**config.mk**
```make
export PLATFORM = sky130hd
export DESIGN_NAME = rs_instance_select
export DESIGN_NICKNAME = d
export VERILOG_FILES = /design/src/rtl/rs_pkg.sv /design/src/rtl/rs_cap_rom.sv /design/src/rtl/rs_instance_select.sv
export SDC_FILE = /design/constraint.sdc
export NUM_CORES = 2
export LEC_CHECK = 0
export ABC_CLOCK_PERIOD_IN_PS = 9900
export BUFFER_PORTS_ARGS = -buffer_cell sky130_fd_sc_hd__buf_4
export CAP_MARGIN = 20
export CORE_MARGIN = 1.5
export CORE_UTILIZATION = 37
export CTS_CLUSTER_SIZE = 20
export DETAILED_ROUTE_END_ITERATION = 7
export PLACE_DENSITY_LB_ADDON = 0.08
export SLEW_MARGIN = 10
export SYNTH_ARGS = -nofsm -noshare
export SYNTH_HDL_FRONTEND = slang
export SYNTH_SLANG_ARGS = --single-unit
```
**constraint.sdc**
```tcl
create_clock -name CORE_CLK_I -period 9.9 [get_ports CORE_CLK_I]
set_input_delay 1.98 -clock CORE_CLK_I [delete_from_list [all_inputs] [get_ports CORE_CLK_I]]
set_output_delay 1.98 -clock CORE_CLK_I [all_outputs]
set_load 0.005 [all_outputs]
```
**src/rtl/rs_pkg.sv**
```systemverilog
// Shared constants, field layouts and types of the resource instance select block
package rs_pkg;

	localparam int RIS_W   = 4;
	localparam int PARAM_W = 16;
	localparam int PART_W  = 16;
	localparam int ADDR_W  = 12;

	// Architecture version reported to software
	localparam logic [3:0] ARCH_MAJOR = 4'h1;
	localparam logic [3:0] ARCH_MINOR = 4'h1;
	localparam logic [RIS_W-1:0] HIGHEST_INSTANCE = 4'h3;
	localparam logic INSTANCE_SELECT_PRESENT = 1'b1;

	// Register byte offsets
	localparam logic [ADDR_W-1:0] OFS_ARCH_ID   = 12'h000;
	localparam logic [ADDR_W-1:0] OFS_FEAT_ID   = 12'h004;
	localparam logic [ADDR_W-1:0] OFS_PRI_ID    = 12'h008;
	localparam logic [ADDR_W-1:0] OFS_CCAP_ID   = 12'h00c;
	localparam logic [ADDR_W-1:0] OFS_CPOR_ID   = 12'h010;
	localparam logic [ADDR_W-1:0] OFS_BW_ID     = 12'h014;
	localparam logic [ADDR_W-1:0] OFS_MON_ID    = 12'h018;
	localparam logic [ADDR_W-1:0] OFS_STMON_ID  = 12'h01c;
	localparam logic [ADDR_W-1:0] OFS_CUSTOM_ID = 12'h020;
	localparam logic [ADDR_W-1:0] OFS_ERR_STAT  = 12'h0f8;
	localparam logic [ADDR_W-1:0] OFS_CFG_SEL   = 12'h100;
	localparam logic [ADDR_W-1:0] OFS_CFG_PARAM = 12'h104;
	localparam logic [ADDR_W-1:0] OFS_MON_SEL   = 12'h200;
	localparam logic [ADDR_W-1:0] OFS_MON_VALUE = 12'h204;

	// Field positions
	localparam int ARCH_MINOR_LSB = 0;
	localparam int ARCH_MAJOR_LSB = 4;
	localparam int FID_PRI_BIT    = 0;
	localparam int FID_BW_BIT     = 1;
	localparam int FID_POR_BIT    = 2;
	localparam int FID_CAP_BIT    = 3;
	localparam int FID_MON_BIT    = 4;
	localparam int FID_CUST_BIT   = 5;
	localparam int FID_NOMON_BIT  = 6;
	localparam int FID_NOPART_BIT = 7;
	localparam int FID_INSEL_BIT  = 8;
	localparam int FID_HIGH_LSB   = 24;
	localparam int PRI_DS_BIT     = 0;
	localparam int PRI_DS_LOW_BIT = 1;
	localparam int PRI_DS_W_LSB   = 4;
	localparam int PRI_IN_BIT     = 16;
	localparam int PRI_IN_LOW_BIT = 17;
	localparam int PRI_IN_W_LSB   = 20;
	localparam int MON_BW_BIT     = 16;
	localparam int MON_ST_BIT     = 17;
	localparam int STM_RO_BIT     = 29;
	localparam int STM_CAPT_BIT   = 31;
	localparam int SEL_PART_LSB   = 0;
	localparam int SEL_RIS_LSB    = 24;
	localparam int SEL_SPACE_BIT  = 31;
	localparam int ESR_RIS_LSB    = 8;
	localparam int ESR_CODE_LSB   = 24;
	localparam int ESR_OVF_BIT    = 31;

	// Error codes
	localparam logic [3:0] ERR_NONE          = 4'h0;
	localparam logic [3:0] ERR_PARTITION_IDENTIFIER_RANGE  = 4'h1;
	localparam logic [3:0] ERR_CFG_RIS_UNDEF = 4'h8;
	localparam logic [3:0] ERR_CFG_NO_CTRL   = 4'h9;
	localparam logic [3:0] ERR_MON_RIS_UNDEF = 4'ha;
	localparam logic [3:0] ERR_MON_NO_TYPE   = 4'hb;

	typedef struct packed {
		logic        defined;
		logic        pri_present;
		logic        bw_present;
		logic        por_present;
		logic        cap_present;
		logic        mon_present;
		logic        custom_present;
		logic        no_custom_monitors;
		logic        no_custom_partitioning;
		logic        bw_mon_flag;
		logic        stor_mon_flag;
		logic        ds_present;
		logic        ds_zero_low;
		logic [5:0]  ds_width;
		logic        in_present;
		logic        in_zero_low;
		logic [5:0]  in_width;
		logic [5:0]  cap_max_width;
		logic [15:0] portion_bitmap_width;
		logic        stor_readonly;
		logic        stor_capture;
		logic [15:0] monitor_count;
		logic [31:0] bw_id;
		logic [31:0] custom_id;
	} rs_cap_s;

	typedef struct packed {
		logic               valid;
		logic               space;
		logic [PART_W-1:0]  partition_identifier;
		logic [RIS_W-1:0]   inst;
	} rs_req_s;

	typedef struct packed {
		logic               valid;
		logic [PARAM_W-1:0] param;
	} rs_rsp_s;

	localparam rs_cap_s CAP_NONE = '0;
	// Instance 0: cache portion and capacity with storage monitors
	localparam rs_cap_s CAP_INST0 = '{defined: 1'b1, por_present: 1'b1, cap_present: 1'b1,
		mon_present: 1'b1, no_custom_monitors: 1'b1, no_custom_partitioning: 1'b1,
		stor_mon_flag: 1'b1, cap_max_width: 6'h08, portion_bitmap_width: 16'h0010,
		stor_capture: 1'b1, monitor_count: 16'h0004, default: '0};
	// Instance 1: bandwidth partitioning with bandwidth monitor
	localparam rs_cap_s CAP_INST1 = '{defined: 1'b1, bw_present: 1'b1, mon_present: 1'b1,
		no_custom_monitors: 1'b1, no_custom_partitioning: 1'b1, bw_mon_flag: 1'b1,
		bw_id: 32'h0000_0008, default: '0};
	// Instance 3: priority partitioning and a custom ID register
	localparam rs_cap_s CAP_INST3 = '{defined: 1'b1, pri_present: 1'b1, custom_present: 1'b1,
		ds_present: 1'b1, ds_zero_low: 1'b1, ds_width: 6'h04, in_present: 1'b1,
		in_width: 6'h03, custom_id: 32'h0000_0001, default: '0};

endpackage

```
**src/rtl/rs_cap_rom.sv**
```systemverilog
// Capability lookup for one resource instance selector value
`timescale 1ns/1ps
module rs_cap_rom (
	input  wire logic [rs_pkg::RIS_W-1:0] ris_i,
	output rs_pkg::rs_cap_s                cap_o
);
	import rs_pkg::*;

	always_comb begin
		unique case (ris_i)
			4'h0: cap_o = CAP_INST0;
			4'h1: cap_o = CAP_INST1;
			4'h3: cap_o = CAP_INST3;
			default: cap_o = CAP_NONE;
		endcase
	end
endmodule

```
**src/rtl/rs_instance_select.sv**
```systemverilog
// Resource instance selection, ID registers and per-instance controls on AHB-Lite
//
// Design decisions made here: the register addresses and the AHB-Lite register port.
`timescale 1ns/1ps
module rs_instance_select #(
	parameter int NUM_INST = 4,
	parameter int NUM_PART = 8
) (
	input  wire logic                CORE_CLK_I,
	input  wire logic                RST_I,
	input  wire logic                HSEL_I,
	input  wire logic [31:0]         HADDR_I,
	input  wire logic [1:0]          HTRANS_I,
	input  wire logic                HWRITE_I,
	input  wire logic [2:0]          HSIZE_I,
	input  wire logic [31:0]         HWDATA_I,
	input  wire logic                HREADY_I,
	output logic      [31:0]         HRDATA_O,
	output logic                     HREADYOUT_O,
	output logic                     HRESP_O,
	input  rs_pkg::rs_req_s          REQ_I,
	output rs_pkg::rs_rsp_s          RSP_O
);
	import rs_pkg::*;

	// Index widths into the parameter store and the counters
	localparam int IDX_W  = (NUM_INST > 1) ? $clog2(NUM_INST) : 1;
	localparam int PIDX_W = (NUM_PART > 1) ? $clog2(NUM_PART) : 1;
	localparam logic [PART_W-1:0] PART_LIMIT = PART_W'(NUM_PART);

	// The partition limit must fit the partition field, so 2**PART_W is refused
	if (NUM_INST != int'(HIGHEST_INSTANCE) + 1 || NUM_INST > 2 ** RIS_W ||
			NUM_PART < 2 || NUM_PART >= 2 ** PART_W) begin : g_bad_param
		$error("rs_instance_select: unsupported NUM_INST or NUM_PART");
	end

	// Whole state: bus phase, selectors, error status, parameters, counters, request response
	typedef struct packed {
		logic                                             ph_valid;
		logic                                             ph_write;
		logic [ADDR_W-1:0]                                ph_addr;
		logic                                             rd_wait;
		logic [31:0]                                      rdata;
		logic [PART_W-1:0]                                sel_part;
		logic [RIS_W-1:0]                                 sel_ris;
		logic                                             sel_space;
		logic [PART_W-1:0]                                mon_num;
		logic [RIS_W-1:0]                                 mon_ris;
		logic [3:0]                                       esr_code;
		logic [RIS_W-1:0]                                 esr_ris;
		logic                                             esr_ovf;
		logic [NUM_INST-1:0][1:0][NUM_PART-1:0][PARAM_W-1:0] params;
		logic [NUM_INST-1:0][31:0]                        mon_cnt;
		rs_rsp_s                                          rsp;
	} rs_state_s;

	rs_state_s         state_reg;
	rs_state_s         state_next;
	rs_cap_s           sel_cap;
	rs_cap_s           mon_cap;
	rs_cap_s           req_cap;
	logic [3:0]        cfg_code;
	logic [RIS_W-1:0]  cfg_err_ris;
	logic [3:0]        mon_code;
	logic [RIS_W-1:0]  mon_err_ris;
	logic [31:0]       rd_mux;
	logic              err_ev;
	logic [3:0]        err_code;
	logic [RIS_W-1:0]  err_ris;
	logic [IDX_W-1:0]  sel_idx;
	logic [IDX_W-1:0]  mon_idx;
	logic [IDX_W-1:0]  req_idx;
	logic [PIDX_W-1:0] part_idx;

	// ID registers and config accesses follow the config selector
	rs_cap_rom u_sel_cap (
		.ris_i (state_reg.sel_ris),
		.cap_o (sel_cap)
	);

	// Monitor registers follow the monitor selector
	rs_cap_rom u_mon_cap (
		.ris_i (state_reg.mon_ris),
		.cap_o (mon_cap)
	);

	// Requests look up their own instance, not the config selector
	rs_cap_rom u_req_cap (
		.ris_i (REQ_I.inst),
		.cap_o (req_cap)
	);

	// Indices beyond the defined range are gated by the capability checks
	assign sel_idx  = state_reg.sel_ris[IDX_W-1:0];
	assign mon_idx  = state_reg.mon_ris[IDX_W-1:0];
	assign req_idx  = REQ_I.inst[IDX_W-1:0];
	assign part_idx = state_reg.sel_part[PIDX_W-1:0];

	// Checks for a configuration parameter access
	always_comb begin
		// Errors of config accesses log the config selector, except a partition range error
		cfg_err_ris = state_reg.sel_ris;
		if (!sel_cap.defined) begin
			cfg_code = ERR_CFG_RIS_UNDEF;
		end else if (!(sel_cap.pri_present || sel_cap.bw_present ||
				sel_cap.por_present || sel_cap.cap_present)) begin
			cfg_code = ERR_CFG_NO_CTRL;
		end else if (state_reg.sel_part >= PART_LIMIT) begin
			// An out-of-range partition carries no selector, so instance 0 is logged
			cfg_code = ERR_PARTITION_IDENTIFIER_RANGE;
			cfg_err_ris = '0;
		end else begin
			cfg_code = ERR_NONE;
		end
	end

	// Checks for a monitor value access
	always_comb begin
		// Monitor accesses follow the monitor selector alone
		mon_err_ris = state_reg.mon_ris;
		if (!mon_cap.defined) begin
			mon_code = ERR_MON_RIS_UNDEF;
		end else if (!mon_cap.mon_present) begin
			mon_code = ERR_MON_NO_TYPE;
		end else begin
			mon_code = ERR_NONE;
		end
	end

	// Read data selection
	always_comb begin
		rd_mux = '0;
		// ID reads never log errors, even for an undefined instance
		unique case (state_reg.ph_addr)
			OFS_ARCH_ID: begin
				rd_mux[ARCH_MINOR_LSB +: 4] = ARCH_MINOR;
				rd_mux[ARCH_MAJOR_LSB +: 4] = ARCH_MAJOR;
			end
			OFS_FEAT_ID: begin
				rd_mux[FID_PRI_BIT]    = sel_cap.pri_present;
				rd_mux[FID_BW_BIT]     = sel_cap.bw_present;
				rd_mux[FID_POR_BIT]    = sel_cap.por_present;
				rd_mux[FID_CAP_BIT]    = sel_cap.cap_present;
				rd_mux[FID_MON_BIT]    = sel_cap.mon_present;
				rd_mux[FID_CUST_BIT]   = sel_cap.custom_present;
				rd_mux[FID_NOMON_BIT]  = sel_cap.no_custom_monitors;
				rd_mux[FID_NOPART_BIT] = sel_cap.no_custom_partitioning;
				rd_mux[FID_INSEL_BIT]  = INSTANCE_SELECT_PRESENT;
				rd_mux[FID_HIGH_LSB +: RIS_W] = HIGHEST_INSTANCE;
			end
			OFS_PRI_ID: begin
				rd_mux[PRI_DS_BIT]     = sel_cap.ds_present;
				rd_mux[PRI_DS_LOW_BIT] = sel_cap.ds_zero_low;
				rd_mux[PRI_DS_W_LSB +: 6] = sel_cap.ds_width;
				rd_mux[PRI_IN_BIT]     = sel_cap.in_present;
				rd_mux[PRI_IN_LOW_BIT] = sel_cap.in_zero_low;
				rd_mux[PRI_IN_W_LSB +: 6] = sel_cap.in_width;
			end
			OFS_CCAP_ID: rd_mux[5:0] = sel_cap.cap_max_width;
			OFS_CPOR_ID: rd_mux[15:0] = sel_cap.portion_bitmap_width;
			OFS_BW_ID: rd_mux = sel_cap.bw_id;
			OFS_MON_ID: begin
				rd_mux[MON_BW_BIT] = sel_cap.bw_mon_flag;
				rd_mux[MON_ST_BIT] = sel_cap.stor_mon_flag;
			end
			OFS_STMON_ID: begin
				rd_mux[15:0]         = sel_cap.monitor_count;
				rd_mux[STM_RO_BIT]   = sel_cap.stor_readonly;
				rd_mux[STM_CAPT_BIT] = sel_cap.stor_capture;
			end
			OFS_CUSTOM_ID: rd_mux = sel_cap.custom_id;
			OFS_ERR_STAT: begin
				rd_mux[ESR_RIS_LSB +: RIS_W] = state_reg.esr_ris;
				rd_mux[ESR_CODE_LSB +: 4]    = state_reg.esr_code;
				rd_mux[ESR_OVF_BIT]          = state_reg.esr_ovf;
			end
			OFS_CFG_SEL: begin
				rd_mux[SEL_PART_LSB +: PART_W] = state_reg.sel_part;
				rd_mux[SEL_RIS_LSB +: RIS_W]   = state_reg.sel_ris;
				rd_mux[SEL_SPACE_BIT]          = state_reg.sel_space;
			end
			OFS_CFG_PARAM: begin
				if (cfg_code == ERR_NONE) begin
					// Refused accesses read as zero
					rd_mux[PARAM_W-1:0] =
						state_reg.params[sel_idx][state_reg.sel_space][part_idx];
				end
			end
			OFS_MON_SEL: begin
				rd_mux[SEL_PART_LSB +: PART_W] = state_reg.mon_num;
				rd_mux[SEL_RIS_LSB +: RIS_W]   = state_reg.mon_ris;
			end
			OFS_MON_VALUE: begin
				if (mon_code == ERR_NONE) begin
					rd_mux = state_reg.mon_cnt[mon_idx];
				end
			end
			default: rd_mux = '0;
		endcase
	end

	always_comb begin
		state_next = state_reg;
		err_ev = 1'b0;
		err_code = ERR_NONE;
		err_ris = '0;

		// Request side parameter lookup, zero for unknown instance or partition
		// The answer is registered, one cycle after the request
		state_next.rsp.valid = REQ_I.valid;
		state_next.rsp.param = '0;
		if (REQ_I.valid && req_cap.defined && REQ_I.partition_identifier < PART_LIMIT) begin
			state_next.rsp.param =
				state_reg.params[req_idx][REQ_I.space][REQ_I.partition_identifier[PIDX_W-1:0]];
		end

		// Per-instance usage monitor counts requests that reach it
		// Undefined instances and instances without monitors count nothing
		if (REQ_I.valid && req_cap.defined && req_cap.mon_present) begin
			state_next.mon_cnt[req_idx] = state_reg.mon_cnt[req_idx] + 32'h1;
		end

		// Data phase of a write
		if (state_reg.ph_valid && state_reg.ph_write) begin
			unique case (state_reg.ph_addr)
				OFS_CFG_SEL: begin
					state_next.sel_part  = HWDATA_I[SEL_PART_LSB +: PART_W];
					state_next.sel_ris   = HWDATA_I[SEL_RIS_LSB +: RIS_W];
					state_next.sel_space = HWDATA_I[SEL_SPACE_BIT];
				end
				OFS_MON_SEL: begin
					state_next.mon_num = HWDATA_I[SEL_PART_LSB +: PART_W];
					state_next.mon_ris = HWDATA_I[SEL_RIS_LSB +: RIS_W];
				end
				OFS_ERR_STAT: begin
					// Any write clears the error status
					state_next.esr_code = ERR_NONE;
					state_next.esr_ris  = '0;
					state_next.esr_ovf  = 1'b0;
				end
				OFS_CFG_PARAM: begin
					if (cfg_code == ERR_NONE) begin
						state_next.params[sel_idx][state_reg.sel_space][part_idx] =
							HWDATA_I[PARAM_W-1:0];
					end else begin
						err_ev = 1'b1;
						err_code = cfg_code;
						err_ris = cfg_err_ris;
					end
				end
				OFS_MON_VALUE: begin
					if (mon_code == ERR_NONE) begin
						// A software load wins over a request increment
						state_next.mon_cnt[mon_idx] = HWDATA_I;
					end else begin
						err_ev = 1'b1;
						err_code = mon_code;
						err_ris = mon_err_ris;
					end
				end
				default: begin
					// Other offsets are read-only or unmapped
				end
			endcase
		end

		// Read: one wait cycle to register the data
		// A refused read logs its error in the first data cycle
		if (state_reg.ph_valid && !state_reg.ph_write && !state_reg.rd_wait) begin
			state_next.rd_wait = 1'b1;
			state_next.rdata = rd_mux;
			if (state_reg.ph_addr == OFS_CFG_PARAM && cfg_code != ERR_NONE) begin
				err_ev = 1'b1;
				err_code = cfg_code;
				err_ris = cfg_err_ris;
			end
			if (state_reg.ph_addr == OFS_MON_VALUE && mon_code != ERR_NONE) begin
				err_ev = 1'b1;
				err_code = mon_code;
				err_ris = mon_err_ris;
			end
		end else if (state_reg.rd_wait) begin
			state_next.rd_wait = 1'b0;
		end

		// Address phase capture
		// Only low address bits decode, so the map repeats every 4 KiB
		if (HREADY_I) begin
			state_next.ph_valid = HSEL_I && HTRANS_I[1];
			state_next.ph_write = HWRITE_I;
			state_next.ph_addr  = {HADDR_I[ADDR_W-1:2], 2'b00};
		end

		// A new error wins over a clear in the same cycle
		// Overflow marks an error that lands on an uncleared status
		if (err_ev) begin
			state_next.esr_ovf  = state_reg.esr_code != ERR_NONE;
			state_next.esr_code = err_code;
			state_next.esr_ris  = err_ris;
		end
	end

	// Reset clears both selectors, so unaware software reaches instance 0
	always_ff @(posedge CORE_CLK_I) begin
		if (RST_I) begin
			state_reg <= '0;
		end else begin
			state_reg <= state_next;
		end
	end

	// Wait state only in the first data cycle of a read
	assign HREADYOUT_O = !(state_reg.ph_valid && !state_reg.ph_write && !state_reg.rd_wait);
	assign HRDATA_O    = state_reg.rdata;
	// Every transfer completes with an OKAY response
	assign HRESP_O     = 1'b0;
	assign RSP_O       = state_reg.rsp;

endmodule

```
# ---- After elaboration in Yosys (flattened, before gate mapping)
# Index checks and enable logic that the tools add are counted.
dict set report classes {
  add_sub_neg 1
  magnitude_cmp 14
  n_eq_ne 19
  muxes 89
  n_bitwise 1
  n_reduce_logical 36
}
# op n
set ops {}
lappend ops {{1024-bit 2-to-1 mux} 2}
lappend ops {{131-bit one-hot mux with 3 select lines} 3}
lappend ops {{1161-bit 2-to-1 mux} 1}
lappend ops {{256-bit binary-select mux with 2-bit select} 2}
lappend ops {{1024-bit bitwise mux} 1}
lappend ops {{128-bit 2-to-1 mux} 8}
lappend ops {{256-bit 2-to-1 mux} 3}
lappend ops {{256-bit demux with 2-bit select} 1}
lappend ops {{128-bit bitwise mux} 2}
lappend ops {{32-bit 2-to-1 mux} 5}
lappend ops {{32-bit binary-select mux with 2-bit select} 2}
lappend ops {{128-bit demux with 1-bit select} 1}
lappend ops {{32-bit demux with 2-bit select} 2}
lappend ops {{16-bit binary-select mux with 3-bit select} 2}
lappend ops {{4-bit 2-to-1 mux} 19}
lappend ops {{16-bit 2-to-1 mux} 4}
lappend ops {{16-bit demux with 3-bit select} 1}
lappend ops {{2-bit one-hot mux with 12 select lines} 2}
lappend ops {{10-bit by 3-bit == test with 1-bit output, second input constant} 4}
lappend ops {{2-bit one-hot mux with 10 select lines} 2}
lappend ops {{32-bit by 1-bit adder with 32-bit output, second input constant} 1}
lappend ops {{4-bit one-hot mux with 8 select lines} 1}
lappend ops {{10-bit by 2-bit == test with 1-bit output, second input constant} 2}
lappend ops {{10-bit by 7-bit == test with 1-bit output, second input constant} 2}
lappend ops {{40 further kinds} 87}
dict set report totals {
  ff_bits 1264
  in_bits 96
}

# ---- Longest topological paths before layout
dict set report logic_depth {
  word_depth 16
  ltp_mapped 14
  depth_no_buf 7
}

# ---- Hierarchy
# Synthesis repeated with hierarchy kept, for this count alone.
dict set report hier_totals {
  hier_cells 7652
  hier_area_um2 69451.6
}
# module instances cells_each area_each_um2
set by_module_without_submodules {}
lappend by_module_without_submodules {rs_instance_select 1 7250 66471.3}
lappend by_module_without_submodules {rs_cap_rom 3 134 993.5}

# ---- Worst setup path after synthesis
# OpenSTA, ideal clock, no wires.
dict set report synth_timing {
  kind {input port to flip-flop}
  start {input REQ_I[1] in the netlist's numbering}
  end {register state_reg (netlist bit RSP_O[14])}
  setup_time_ns 0.128
  arrival_ns 4.948
  path_slack_ns 4.824
  path_stages 9
  path_buffers 5
  path_cell_list {buf_2 -> buf_2 -> buf_2 -> buf_2 -> buf_1 -> mux4_2 -> mux4_2 -> mux4_2 -> nor2b_1}
}
dict set report synth_between {
  elab_chain_cells 6
}
# item line_no
set synth_lines {}
lappend synth_lines {{start: declaration} rs_instance_select.sv:21} ;# input rs_pkg::rs_req_s REQ_I,
lappend synth_lines {{256-bit binary-select mux with 2-bit select (tied with other cells)} rs_instance_select.sv:214} ;# state_reg.params[req_idx][REQ_I.space][REQ_I.partition_identifier[PIDX_W-1:0]];
lappend synth_lines {{256-bit 2-to-1 mux (not written as such) / 131-bit one-hot mux with 3 select lines (equally long branches)} {rs_instance_select.sv:214, rs_cap_rom.sv:10}}
lappend synth_lines {{128-bit 2-to-1 mux (not written as such) / 1-bit logical AND (equally long branches) (2 in series)} {rs_instance_select.sv:214, rs_instance_select.sv:212}}
lappend synth_lines {{16-bit binary-select mux with 3-bit select / 1-bit inverter (equally long branches)} --}
lappend synth_lines {{16-bit 2-to-1 mux (not written as such) / 2-bit OR reduction (equally long branches)} --}
lappend synth_lines {{end signal: assignment} rs_instance_select.sv:308} ;# state_reg <= state_next;
lappend synth_lines {{end: declaration} rs_instance_select.sv:57} ;# rs_state_s state_reg;
# Parallel ways exist; a longest one is shown, timed or not. The select of a mux whose other input is x is not followed.
# A chain may end at the register's enable or synchronous reset.

# ---- Worst setup path in the final report
dict set report layout_timing {
  start {input REQ_I[1] in the netlist's numbering}
  end {register state_reg (netlist bit RSP_O[11])}
}
# The elaborated chain is that of the path after synthesis.

==> reports/summary.json <==
{
  "worst_r2r_startpoint": {"value": "sel_idx[0]"},
  "min_path_type": {"value": "reg2reg"},
  "numCtsBuffers": {"value": 150},
  "worstMarginPinSlew": {"value": 1240, "unit": "ps"},
  "min_path_cells": {"value": 2},
  "pre_cts_ws": {"value": 3850, "unit": "ps"},
  "rr_worst_depth": {"value": 8},
  "ys.warnings.count": {"value": 0},
  "syn_avg_cell_area": {"value": 9.92, "unit": "sq um"},
  "ctsRootBufferMaster": {"value": "sky130_fd_sc_hd__clkbuf_16"},
  "final.setup.worst_slack": {"value": 4810, "unit": "ps"},
  "max_cap_viol_count": {"value": 0},
  "synth_largest_area_cell": {"value": "sky130_fd_sc_hd__dfxtp_1"},
  "postCtsSetupBuffers": {"value": 0},
  "hp-start": {"value": "HRDATA_O[19]"},
  "cts.clk_slew.worst_paths": {"value": 50, "unit": "ps"},
  "run_status": {"value": "finished clean"},
  "layout.core_utilization": {"value": 41.4, "unit": "%"},
  "maxSlewHeadroom": {"value": 17.4, "unit": "%"},
  "worstPathMaxFanout": {"value": 64},
  "critPathLaunchType": {"value": "input port"},
  "cts_htree_levels": {"value": 4},
  "number_of_enable_flip_flop_cells_after_synthesis": {"value": 0},
  "drt-initial-drc-count": {"value": 5431},
  "drt-vias-per-instance": {"value": 5.94},
  "antenna_violating_nets_post_route": {"value": 0},
  "pin_count": {"value": 147},
  "drive_gt1_share": {"value": 22.6, "unit": "%"},
  "power.static_leakage": {"value": 22.2, "unit": "nW"},
  "grt_first_pass_wirelength": {"value": 357000, "unit": "microns"},
  "final.fill_count": {"value": 16300},
  "holdBufCountCts": {"value": 0},
  "arrival": {"value": 5760, "unit": "ps"},
  "synthesis.nets": {"value": 6448},
  "die_h": {"value": 416, "unit": "microns"},
  "initial_utilization": {"value": 37.2, "unit": "%"},
  "synth.lib_cells_used.distinct": {"value": 71},
  "min_period": {"value": 5090, "unit": "ps"},
  "synth-async-reset-ratio": {"value": 0, "unit": "%"},
  "cp.required": {"value": 10570, "unit": "ps"},
  "r2r_end": {"value": "HRDATA_O[8]"},
  "grt_antenna_before_repair": {"value": 12},
  "fin_crit_sh": {"value": 51.4, "unit": "%"},
  "rows": {"value": 151},
  "worstHoldEndpoint": {"value": "HRDATA_O[19]"},
  "totalPowerFinal": {"value": 11.1, "unit": "mW"},
  "cts_buffer_depth": {"value": 3},
  "maxClockFrequency": {"value": 0.196, "unit": "GHz"},
  "grt_overflow_total": {"value": 0},
  "cell_types_with_the_largest_area_share_after_synthesis": {"value": "sky130_fd_sc_hd__dfxtp_1, sky130_fd_sc_hd__mux4_2, sky130_fd_sc_hd__nand2_1"},
  "worst_setup_ep_type": {"value": "flop"},
  "synth.ff_latch_count": {"value": 1263},
  "synthesis.area": {"value": 0.0630, "unit": "sq mm"},
  "rsz0062_at_grt": {"value": "false"},
  "detail_route.first_pass.iterations": {"value": 6},
  "layout_skew": {"value": 34.0, "unit": "ps"},
  "largest_register_ffs": {"value": 1205},
  "post_synth_most_frequent_cells": {"value": "sky130_fd_sc_hd__nand2_1, sky130_fd_sc_hd__dfxtp_1, sky130_fd_sc_hd__a21oi_1"},
  "tritoncts": {"value": "yes"},
  "dominantRegCellSynth": {"value": "sky130_fd_sc_hd__dfxtp_1"},
  "clock_sink_count": {"value": 1263},
  "post-dp-hpwl": {"value": 158000, "unit": "microns"},
  "path_class": {"value": "in2reg"},
  "yosys.area.top_type_share": {"value": 40.1, "unit": "%"},
  "grt_start_max_net_pins": {"value": 182},
  "post-route-drc-count": {"value": 0},
  "grt.total_usage": {"value": 28.4, "unit": "%"},
  "power_density": {"value": 159, "unit": "mW/mm^2"},
  "place.detailed.instances": {"value": 8208},
  "routed_wirelength_normalized_by_instance_count": {"value": 29.4, "unit": "microns"},
  "synth_most_common_cell": {"value": "sky130_fd_sc_hd__nand2_1"},
  "fin_setup_tns": {"value": 0, "unit": "ps"},
  "final-hold-violation-count": {"value": 0},
  "areaGrowthSynthToFinish": {"value": 11.3, "unit": "%"},
  "insertion_delay_of_the_later_clocked_pin_in_the_worst_skew_pair": {"value": 810, "unit": "ps"},
  "seq_area_frac_synth": {"value": 40.1, "unit": "%"},
  "post_cts_resize_count": {"value": 0},
  "peakVddDrop": {"value": 141, "unit": "uV"},
  "nNetsFinal": {"value": 6239},
  "setup_violations": {"value": 0},
  "io_buffers": {"value": 119},
  "vias": {"value": 50300},
  "synthesis.instances": {"value": 6351},
  "final_wirelength": {"value": 250000, "unit": "microns"},
  "slew_violations": {"value": 0},
  "final_cell_count_no_fill": {"value": 8482},
  "die_area": {"value": 0.173, "unit": "sq mm"},
  "die-width": {"value": 416, "unit": "microns"},
  "core_region_area": {"value": 0.169, "unit": "sq mm"},
  "total_area_of_multi_input_combinational_cells": {"value": 0.0348, "unit": "sq mm"},
  "r2r_setup_slack": {"value": 5100, "unit": "ps"},
  "globalplace.congestion": {"value": 0.866},
  "via_count_of_the_first_global_routing_pass": {"value": 47400},
  "layout.area.seq": {"value": 0.0253, "unit": "sq mm"}
}
power breakdown:
group	switching (mW)	leakage [nW]	internal, mW
registers	0.0114	10.2	5.09
clock network	2.34	2.40	3.24
logic	0.328	9.63	0.117
worst max path at each step:
stage,end,start,cells after the start,slack (ps)
after floorplan,RSP_O[14],REQ_I[1],9,4820
after global placement,RSP_O[11],REQ_I[1],7,3880
after detailed placement,RSP_O[11],REQ_I[1],7,3850
after CTS,RSP_O[11],REQ_I[1],7,4700
after global routing,RSP_O[11],REQ_I[1],7,4700
final,RSP_O[11],REQ_I[1],7,4810
layout make-up:
type                            count  area share (%)
Multi-Input combinational cell   4418            49.6
Sequential cell                  1263            36.1
Clock buffer                      231            6.36
Tap cell                         2218            3.96
Timing Repair Buffer              298            3.34
Clock inverter                     40           0.582
Inverter                           11          0.0607
Antenna cell                        3          0.0107
critical path: stages:
cell and delay [ps]:
sky130_fd_sc_hd__buf_8 480, sky130_fd_sc_hd__buf_4 540, sky130_fd_sc_hd__buf_4 660, sky130_fd_sc_hd__mux4_2 610, sky130_fd_sc_hd__mux4_2 640, sky130_fd_sc_hd__mux4_2 570
sky130_fd_sc_hd__nor2b_1 150
stage by stage:
step	hold slack, ps	instance area [sq um]
3_5_place_dp	446	65200
4_1_cts	454	70100
5_1_grt	474	70100
6_report	453	70100
2_1_floorplan	429	63000
3_3_place_gp	442	65200
cells by family (layout without fill, tap and decap cells):
family | after synthesis | in the layout | share of synthesized area, %
and+or+nand+nor | 2554 | 2554 | 18.7
DFF | 1263 | 1263 | 40.1
AOI/OAI and AO/OA | 1093 | 1093 | 10.2
muxes | 754 | 754 | 25.9
buffers and inverters | 670 | 580 | 4.80
xor gates and xnor gates | 15 | 15 | 0.208
adders and majority gates | 1 | 1 | 0.0199
other | 1 | 4 | 0.00595
cells in the final DEF (no fill, tap or decap), drive strengths merged, types with 16 or more instances in the layout:
cell type / netlist / final
nor2: 108 / 108
nand3: 73 / 73
and3: 18 / 18
nor3: 61 / 61
mux4: 701 / 701
o21ai: 36 / 36
a21oi: 864 / 864
buf: 250 / 298
a31oi: 21 / 21
clkbuf: 409 / 231
dfxtp: 1263 / 1263
o211ai: 18 / 18
inv: 10 / 16
nand2: 1769 / 1769
mux2i: 49 / 49
or3: 19 / 19
nor2b: 342 / 342
nand4: 49 / 49
clkinv: 1 / 27
nor4: 58 / 58
layer usage:
layer	wire length, microns	share of wire [%]	global-route usage (%)	vias to the layer above
li1	-	-	-	22200
met1	107000	43	39.4	25700
met2	116000	46	45.1	2079
met3	18200	7.3	4.58	347
met4	8660	3.5	9.39	0
met5	0	0	0	-
No activity file was read; power rests on OpenSTA's default activity.
